--- config.mk ---
export PLATFORM = sky130hd
export DESIGN_NAME = ppl_linearizer
export DESIGN_NICKNAME = d
export VERILOG_FILES = /design/src/rtl/ppl_linearizer.v /design/src/rtl/ppl_fifo.v
export VERILOG_INCLUDE_DIRS = /design/src /design/src/inc
export SDC_FILE = /design/constraint.sdc
export NUM_CORES = 2
export LEC_CHECK = 0
export BUFFER_PORTS_ARGS = -buffer_cell sky130_fd_sc_hd__buf_2
export CAP_MARGIN = 20
export CORE_UTILIZATION = 40
export DETAILED_ROUTE_END_ITERATION = 7
export SYNTH_ARGS = -nofsm -noshare
export SYNTH_HDL_FRONTEND = slang
export SYNTH_SLANG_ARGS = --single-unit
--- constraint.sdc ---
create_clock -name clk_i -period 10.9 [get_ports clk_i]
set_input_delay 0 -clock clk_i [delete_from_list [all_inputs] [get_ports clk_i]]
set_output_delay 0 -clock clk_i [all_outputs]
set_load 0.01 [all_outputs]
--- src/inc/ppl_consts.vh ---
// Constants of the piecewise position linearizer: register indices, reset values and
// datapath field positions.
// Assumes a 32-bit Wishbone bus where a register's byte address is four times its index.
`ifndef PPL_CONSTS_VH
`define PPL_CONSTS_VH

// Register indices; the byte address is the index shifted left by two.
`define PPL_IDX_ZERO 5'h00
`define PPL_IDX_SLOPE 5'h01
`define PPL_IDX_TRIM_FIRST 5'h03
`define PPL_IDX_TRIM_LAST 5'h07
`define PPL_IDX_RAW 5'h18
`define PPL_IDX_CAL 5'h19
`define PPL_IDX_LIN 5'h1A
`define PPL_IDX_STATUS 5'h1B

// Reset values of the nonvolatile configuration words.
`define PPL_RST_ZERO 16'h0000
`define PPL_RST_SLOPE 16'h0400
`define PPL_RST_TRIM 16'h0000

// Slope is fixed point with ten fraction bits; 16'h0400 is unity, 16'h1000 is four.
`define PPL_SLOPE_MAX 16'h1000
`define PPL_SLOPE_FRAC 10

// Section index and interpolation weight fields of the calibrated position.
`define PPL_SEG_MSB 15
`define PPL_SEG_LSB 13
`define PPL_WGT_MSB 12
`define PPL_SECTION 14'h2000

// Trim limits; the most negative byte is pulled in to keep the range symmetric.
`define PPL_TRIM_NEG_RAW 8'h80
`define PPL_TRIM_NEG_MIN 8'h81

// Interpolation sum carries 13 weight bits; scaling by 32 leaves a right shift of 8.
`define PPL_INTERP_SH 8
`define PPL_POS_MAX 16'hFFFF

// Input buffer geometry.
`define PPL_FIFO_DEPTH 32
`define PPL_FIFO_AW 5

`endif

--- src/rtl/ppl_linearizer.v ---
// Position post-processing: zero/slope calibration, then piecewise-linear correction
// through nine fixed points, with the results readable over classic Wishbone.
// Assumes raw samples come from the arctan stage on the same clock and that the analog
// output driver takes linearized samples with a valid/ready handshake.
`timescale 1ns/100ps
`include "ppl_consts.vh"

module ppl_linearizer #(
	parameter FIFO_DEPTH = `PPL_FIFO_DEPTH,
	parameter FIFO_AW = `PPL_FIFO_AW
) (
	// Clock and reset.
	input wire clk_i,
	input wire rst_i,
	// Wishbone slave.
	input wire [7:0] wb_adr_i,
	input wire [31:0] wb_dat_i,
	output wire [31:0] wb_dat_o,
	input wire [3:0] wb_sel_i,
	input wire wb_we_i,
	input wire wb_cyc_i,
	input wire wb_stb_i,
	output wire wb_ack_o,
	// Raw samples from the angle stage.
	input wire raw_valid_i,
	input wire [15:0] raw_data_i,
	output wire raw_ready_o,
	// Linearized samples to the output driver.
	output wire lin_valid_o,
	output wire [15:0] lin_data_o,
	input wire lin_ready_i
);

	// Each sample takes four cycles through the sequencer: one to leave the buffer,
	// one to calibrate, one to linearize and at least one to hand over. The driver
	// therefore sees at most one result every four cycles, far faster than the angle
	// stage delivers new positions.
	// Processing states.
	localparam [1:0] S_IDLE = 2'b00;
	localparam [1:0] S_CAL = 2'b01;
	localparam [1:0] S_LIN = 2'b10;
	localparam [1:0] S_OUT = 2'b11;

	// The configuration words stand in for the nonvolatile store and are loaded over
	// the bus after reset. A write that lands while a sample is in flight acts on that
	// sample from its next step on, so software should change trims only while the
	// stream is idle.
	// Configuration words.
	reg [15:0] zero_offset;
	reg [15:0] slope;
	reg [15:0] trim_word [0:4];

	// Datapath registers.
	reg [1:0] state;
	reg [15:0] raw_position;
	reg [15:0] calibrated_position;
	reg [15:0] linearized_position;
	reg lin_valid;

	// Bus registers.
	reg wb_ack;
	reg [31:0] wb_dat;
	reg [31:0] next_rd_word;

	// Buffer connections.
	wire fifo_valid;
	wire [15:0] fifo_data;
	wire [FIFO_AW:0] fifo_level;
	wire fifo_take = (state == S_IDLE);

	// Trims after range limiting, nine bytes packed low to high.
	wire [71:0] trim_all;

	// The buffer absorbs bursts from the angle stage while the driver stalls us.
	ppl_fifo #(
		.WIDTH(16),
		.DEPTH(FIFO_DEPTH),
		.AW(FIFO_AW)
	) u_fifo (
		.clk_i(clk_i),
		.rst_i(rst_i),
		.in_valid_i(raw_valid_i),
		.in_data_i(raw_data_i),
		.in_ready_o(raw_ready_o),
		.out_valid_o(fifo_valid),
		.out_data_o(fifo_data),
		.out_ready_i(fifo_take),
		.level_o(fifo_level)
	);

	// Trim k sits in word k/2, low byte when k is even, high byte when odd.
	genvar k;
	generate
		for (k = 0; k < 9; k = k + 1) begin : g_trim
			wire [7:0] trim_byte = trim_word[k/2][(k%2)*8 +: 8];
			// The most negative byte would exceed the symmetric range, so pull it in.
			assign trim_all[k*8 +: 8] = (trim_byte == `PPL_TRIM_NEG_RAW) ?
				`PPL_TRIM_NEG_MIN : trim_byte;
		end
	endgenerate

	// The product is kept at full width so that a slope of up to four never loses
	// high bits before the saturation test.
	// Calibration: subtract the zero offset modulo one turn, then scale.
	wire [15:0] cal_diff = raw_position - zero_offset;
	wire [15:0] slope_eff = (slope > `PPL_SLOPE_MAX) ? `PPL_SLOPE_MAX : slope;
	wire [31:0] cal_prod = cal_diff * slope_eff;
	wire [21:0] cal_scaled = cal_prod[31:`PPL_SLOPE_FRAC];
	// A slope above one can push past full scale, so the result is held at the top.
	wire [15:0] cal_next = (|cal_scaled[21:16]) ? `PPL_POS_MAX : cal_scaled[15:0];

	// Section and weight come straight from the calibrated value, so x is untouched.
	wire [2:0] seg = calibrated_position[`PPL_SEG_MSB:`PPL_SEG_LSB];
	wire [12:0] wgt = calibrated_position[`PPL_WGT_MSB:0];
	wire [3:0] seg_hi = {1'b0, seg} + 4'h1;

	// Trims at the section's lower and upper edges; points sit at seg * 8192.
	wire signed [7:0] trim_lo = trim_all[{seg, 3'b000} +: 8];
	wire signed [7:0] trim_hi = trim_all[{seg_hi, 3'b000} +: 8];

	// The lower weight runs from 8192 down to 1 and the upper from 0 up to 8191, so
	// a position exactly on a point takes that point's trim alone and the blend
	// moves smoothly from one point to the next.
	// Weights of the two edges; they always sum to one section.
	wire [13:0] wgt_lo_u = `PPL_SECTION - {1'b0, wgt};
	wire signed [14:0] wgt_lo = {1'b0, wgt_lo_u};
	wire signed [14:0] wgt_hi = {2'b00, wgt};

	// Linear blend of the two trims, in units of 1/8192 trim step.
	wire signed [22:0] part_lo = trim_lo * wgt_lo;
	wire signed [22:0] part_hi = trim_hi * wgt_hi;
	wire signed [23:0] blend = {part_lo[22], part_lo} + {part_hi[22], part_hi};

	// One trim step is 32 position counts; dividing by 8192 and scaling by 32 is a
	// single shift. Rounding is toward minus infinity, at most one count of bias.
	wire signed [23:0] corr = blend >>> `PPL_INTERP_SH;

	// A negative sum can only come from a negative trim near zero, and a sum above
	// full scale only from a positive trim near the top, so the two clamps never
	// meet.
	// Correction acts on the y value only and the sum is clamped to the 16-bit range.
	wire signed [24:0] lin_sum = $signed({9'h000, calibrated_position}) +
		$signed({corr[23], corr});
	wire [15:0] lin_next = lin_sum[24] ? 16'h0000 :
		((|lin_sum[23:16]) ? `PPL_POS_MAX : lin_sum[15:0]);

	// Sample sequencer: one sample at a time, raw, then calibrated, then linearized.
	// Holding in S_OUT until the driver accepts is what lets the buffer fill.
	always @(posedge clk_i) begin
		if (rst_i) begin
			state <= S_IDLE;
			raw_position <= 16'h0000;
			calibrated_position <= 16'h0000;
			linearized_position <= 16'h0000;
			lin_valid <= 1'b0;
		end else begin
			case (state)
				S_IDLE: begin
					if (fifo_valid) begin
						raw_position <= fifo_data;
						state <= S_CAL;
					end
				end
				S_CAL: begin
					calibrated_position <= cal_next;
					state <= S_LIN;
				end
				S_LIN: begin
					// Built from the calibrated register, never from the raw sample.
					linearized_position <= lin_next;
					lin_valid <= 1'b1;
					state <= S_OUT;
				end
				S_OUT: begin
					if (lin_ready_i) begin
						lin_valid <= 1'b0;
						state <= S_IDLE;
					end
				end
				default: begin
					lin_valid <= 1'b0;
					state <= S_IDLE;
				end
			endcase
		end
	end

	assign lin_valid_o = lin_valid;
	assign lin_data_o = linearized_position;

	// Byte-lane merge for the 16-bit configuration words; upper lanes are ignored.
	function [15:0] ppl_merge;
		input [15:0] old;
		input [31:0] data;
		input [3:0] sel;
		begin
			ppl_merge = old;
			if (sel[0]) begin
				ppl_merge[7:0] = data[7:0];
			end
			if (sel[1]) begin
				ppl_merge[15:8] = data[15:8];
			end
		end
	endfunction

	// Only the word index and bit 7 are decoded; the two byte-offset bits are ignored, so any
	// byte address inside a word reaches that word.
	// Bus decode: word index from address bits 6..2, bit 7 must be clear.
	wire [4:0] wb_idx = wb_adr_i[6:2];
	wire wb_in_map = ~wb_adr_i[7];
	wire wb_req = wb_cyc_i & wb_stb_i & ~wb_ack;
	// A write lands on the edge where the master samples the acknowledge.
	wire wb_wr = wb_cyc_i & wb_stb_i & wb_we_i & wb_ack & wb_in_map;
	wire wb_trim = (wb_idx >= `PPL_IDX_TRIM_FIRST) && (wb_idx <= `PPL_IDX_TRIM_LAST);
	wire [2:0] wb_trim_sel = wb_idx[2:0] - 3'h3;

	// Read mux; unmapped and reserved indices read as zero.
	always @* begin
		next_rd_word = 32'h00000000;
		if (wb_in_map) begin
			case (wb_idx)
				`PPL_IDX_ZERO: next_rd_word = {16'h0000, zero_offset};
				`PPL_IDX_SLOPE: next_rd_word = {16'h0000, slope};
				`PPL_IDX_RAW: next_rd_word = {16'h0000, raw_position};
				`PPL_IDX_CAL: next_rd_word = {16'h0000, calibrated_position};
				`PPL_IDX_LIN: next_rd_word = {16'h0000, linearized_position};
				`PPL_IDX_STATUS: begin
					next_rd_word[FIFO_AW:0] = fifo_level;
					next_rd_word[9:8] = state;
					next_rd_word[10] = lin_valid;
				end
				default: begin
					if (wb_trim) begin
						next_rd_word = {16'h0000, trim_word[wb_trim_sel]};
					end
				end
			endcase
		end
	end

	// Every access is acknowledged one cycle after it is seen, mapped or not.
	always @(posedge clk_i) begin
		if (rst_i) begin
			wb_ack <= 1'b0;
			wb_dat <= 32'h00000000;
		end else begin
			wb_ack <= wb_req;
			if (wb_req) begin
				wb_dat <= next_rd_word;
			end
		end
	end

	assign wb_ack_o = wb_ack;
	assign wb_dat_o = wb_dat;

	// Configuration writes. Result registers ignore writes, which keeps them read-only.
	always @(posedge clk_i) begin
		if (rst_i) begin
			zero_offset <= `PPL_RST_ZERO;
			slope <= `PPL_RST_SLOPE;
			trim_word[0] <= `PPL_RST_TRIM;
			trim_word[1] <= `PPL_RST_TRIM;
			trim_word[2] <= `PPL_RST_TRIM;
			trim_word[3] <= `PPL_RST_TRIM;
			trim_word[4] <= `PPL_RST_TRIM;
		end else if (wb_wr) begin
			if (wb_idx == `PPL_IDX_ZERO) begin
				zero_offset <= ppl_merge(zero_offset, wb_dat_i, wb_sel_i);
			end
			if (wb_idx == `PPL_IDX_SLOPE) begin
				slope <= ppl_merge(slope, wb_dat_i, wb_sel_i);
			end
			if (wb_trim) begin
				trim_word[wb_trim_sel] <= ppl_merge(trim_word[wb_trim_sel], wb_dat_i,
					wb_sel_i);
			end
		end
	end

endmodule // ppl_linearizer

--- src/rtl/ppl_fifo.v ---
// Synchronous FIFO that buffers raw position samples ahead of the linearizer.
// Assumes DEPTH is a power of two equal to 2**AW, one clock and a synchronous reset.
`timescale 1ns/100ps

module ppl_fifo #(
	parameter WIDTH = 16,
	parameter DEPTH = 32,
	parameter AW = 5
) (
	// Clock and reset.
	input wire clk_i,
	input wire rst_i,
	// Filling side.
	input wire in_valid_i,
	input wire [WIDTH-1:0] in_data_i,
	output wire in_ready_o,
	// Draining side.
	output wire out_valid_o,
	output wire [WIDTH-1:0] out_data_o,
	input wire out_ready_i,
	// Fill level.
	output wire [AW:0] level_o
);

	localparam [AW:0] FULL = {1'b1, {AW{1'b0}}}; // Equals DEPTH, which must be 2**AW.

	reg [WIDTH-1:0] mem [0:DEPTH-1];
	reg [AW-1:0] wr_ptr;
	reg [AW-1:0] rd_ptr;
	reg [AW:0] level;
	reg in_ready;
	reg [AW:0] next_level;

	wire push = in_valid_i & in_ready;
	wire pop = out_valid_o & out_ready_i;

	assign in_ready_o = in_ready;
	assign out_valid_o = (level != {(AW+1){1'b0}});
	assign out_data_o = mem[rd_ptr];
	assign level_o = level;

	// Level after this cycle's push and pop.
	always @* begin
		next_level = level;
		if (push && !pop) begin
			next_level = level + 1'b1;
		end else if (pop && !push) begin
			next_level = level - 1'b1;
		end
	end

	// Ready is registered from the next level so that the source sees a clean flop.
	always @(posedge clk_i) begin
		if (rst_i) begin
			wr_ptr <= {AW{1'b0}};
			rd_ptr <= {AW{1'b0}};
			level <= {(AW+1){1'b0}};
			in_ready <= 1'b1;
		end else begin
			level <= next_level;
			in_ready <= (next_level != FULL);
			if (push) begin
				wr_ptr <= wr_ptr + 1'b1;
			end
			if (pop) begin
				rd_ptr <= rd_ptr + 1'b1;
			end
		end
	end

	// Storage carries no reset; only entries below the level are ever read.
	always @(posedge clk_i) begin
		if (push) begin
			mem[wr_ptr] <= in_data_i;
		end
	end

endmodule // ppl_fifo

==> results_dict.tcl <==
set metrics [dict create \
    outcome "finished clean" \
    cp_data_required_time_ps 11450 \
    ios 118 \
    gp_congestion 0.931 \
    worstSetupEndpointType "register" \
    critPathArrivalTime_ps 10900 \
    finalHoldViolations 0 \
    fp.dieH_um 346 \
    avgRoutedWirePerCell_um 23.2 \
    drtIter0Drc 3065 \
    place_inst 5345 \
    setup_viol 0 \
    vias 30100 \
    fillers 10600 \
    grt_use_total_pct 21.6 \
    root_buffer "clkbuf_16" \
    cts.clk_slew.worst_paths_ps 70 \
    grt_pass1_wl_mm 195 \
    grt_max_degree 68 \
    tns_ps 0 \
    r2r_setup_slack_ps 540 \
    core_area_um2 117000 \
    max_cap_violations 0 \
    grt_overflow 0 \
    worst_pin_slew_ps 1130 \
    synthesis.area_um2 47300 \
    wl_mm 128 \
    final_util_pct 45.2 \
    cts_resized 0 \
    final_cell_mix "edfxtp_1 (640), inv_1 (498), nor2_1 (383)" \
    drive_gt1_share_pct 13.9 \
    synth_cell_types 71 \
    fin_crit_ps 10360 \
    die_area_um2 120000 \
    async_reset_ff_share_pct 0 \
    clock-sinks 757 \
    syn2layout_area_growth_pct 11.5 \
    critPathMaxFanout 22 \
    cts_made_buffers 78 \
    finalMaxSlewViolations 0 \
    htree_levels 3 \
    slowest_stage "dfxtp_2" \
    final_common_cell "edfxtp_1" \
    yosys_warnings 0 \
    hpwl_mm 91.9 \
    cp-start-kind "register" \
    rsz0062_at_grt "false" \
    period_share_pct 95.0 \
    clockBufferDepth 3 \
    hp-class "input pin to register" \
    ys_seq_elements 757 \
    critPathKind "register to register" \
    crit_start "calibrated_position[14]" \
    dieWidth_um 346 \
    synth-edff-count 640 \
    r2r-end "lin_data_o[1]" \
    finalNetCount 4607 \
    slowest_delay_ps 770 \
    crit_top_cell "fa_1" \
    max_freq_mhz 96.6 \
    synth_area_per_cell_um2 12.5 \
    drc 0 \
    yosysSeqAreaShare_pct 45.6 \
    cts_tree "yes" \
    drt_pass1_iterations 6 \
    reg2reg_from "calibrated_position[14]" \
    ff_latch_area_um2 21600 \
    crit_path_end "lin_data_o[1]" \
    antenna_left 0 \
    via_per_inst 5.46 \
    r2r_cells 31 \
    fin_worst_skew_ps 32.8 \
    max_slew_margin_pct 24.8 \
    multi_input_area_um2 23500 \
    clk_latency_ps 650 \
    rows 125 \
    stdcell_count 5524 \
    portBuffers 81 \
    start_util_pct 40.6 \
    antenna_found_initial 12 \
    synth_flop_cell "edfxtp_1" \
    netlist_instances 3777 \
    grt_pass1_vias 30900 \
]
## Yosys cell counts (7+ instances only)
cell	count	area [um^2]
ha_1	231	2890
dfxtp_1	117	2340
xnor2_1	46	403
a22o_1	15	131
or3_1	15	93.8
nor2b_1	39	244
o2111ai_1	10	87.6
nor2_1	418	1570
and3_1	16	100
or2_2	33	206
mux2i_1	72	721
mux4_2	178	4010
nand3_1	19	95.1
or4_1	19	143
a31oi_1	11	68.8
o21ai_0	47	235
and2_1	54	338
xor2_1	39	342
edfxtp_1	640	19200
clkbuf_1	148	556
nand2_1	259	972
nand4_1	8	50.1
nor3_1	32	160
fa_1	371	7430
buf_1	23	86.3
nor4_1	14	87.6
a211oi_1	38	285
a22oi_1	50	375
inv_1	498	1870
buf_4	16	120
o211ai_1	12	90.1
nand2b_1	48	300
a21o_1	20	150
o22ai_1	64	400
a21oi_1	73	365
a222oi_1	7	70.1
## how the worst min path moves through the flow
stage / start / end / slack, ps / depth (start not counted)
final: wb_sel_i[0] / trim_word[5][1] / 40 / 4
after global routing: wb_sel_i[0] / trim_word[0][3] / 70 / 4
after CTS: wb_sel_i[0] / trim_word[5][1] / 20 / 4
after detailed placement: wb_dat_i[0] / slope[0] / 340 / 3
after global placement: wb_dat_i[0] / slope[0] / 340 / 3
after floorplan: raw_data_i[0] / u_fifo.mem[0][0] / 100 / 0
## sequential cells by signal (all words and copies together), names as in the netlist
register	count
slope	16
zero_offset	16
u_fifo.mem	512
trim_word	128
u_fifo.in_ready_o	1
wb_dat_o	16
state	2
wb_ack_o	1
raw_position	16
u_fifo.level_o	6
calibrated_position	16
lin_data_o	16
u_fifo.rd_ptr	5
u_fifo.wr_ptr	5
lin_valid_o	1
## layer usage
metal	GRT usage, %	wire, um	up-vias	share of wire [%]
li1	-	-	13400	-
met3	4.06	10800	208	8.4
met4	6.00	3610	14	2.8
met5	0	230	-	0.18
met1	30.0	53800	15400	42
met2	34.6	59700	1160	47
## kinds of logic after synthesis
kind of cell / count (synthesis) / synth area share [%]
compound gates: 391 / 5.65
xor+xnor: 86 / 1.63
other cells: 2 / 0.0159
simple gates: 996 / 9.60
fa+ha+maj: 602 / 21.8
buf+inv: 688 / 5.61
mux: 255 / 10.1
flops: 757 / 45.6
## what timing repair did
action,CTS,global route
hold buffers,36,0
endpoints found under the hold margin,582,0
setup endpoints to repair,0,0
setup buffers,0,0
## final cells by class
type,count,area share [%]
multi-input cells,2394,44.5
flip-flops and latches,757,40.9
clock buffers,101,3.98
well taps,1524,3.61
inverters,498,3.54
repair buffers,209,2.79
clock inverters,37,0.700
diodes,4,0.0190
## critical path, delay by kind of cell (launching register included)
kind | cells | cell delay, ps
DFF | 1 | 770
muxes | 3 | 1140
xor gates and xnor gates | 1 | 170
buffers and inverters | 4 | 350
and+or+nand+nor | 5 | 1250
AOI/OAI and AO/OA | 10 | 2940
adders and majority gates | 8 | 3620
## through the flow
step / worst slack [ps] / instance area (um^2) / hold WS [ps]
6_report: 545 / 52800 / 42.9
3_5_place_dp: 672 / 49900 / 339
4_1_cts: 609 / 52700 / 21.5
3_3_place_gp: 720 / 49900 / 341
2_1_floorplan: 578 / 47500 / 98.9
5_1_grt: 85.2 / 52700 / 71.0
Power is left out: the tool's default activity adds up to more than one toggle a clock period on the data nets, which glitch-free logic cannot reach.
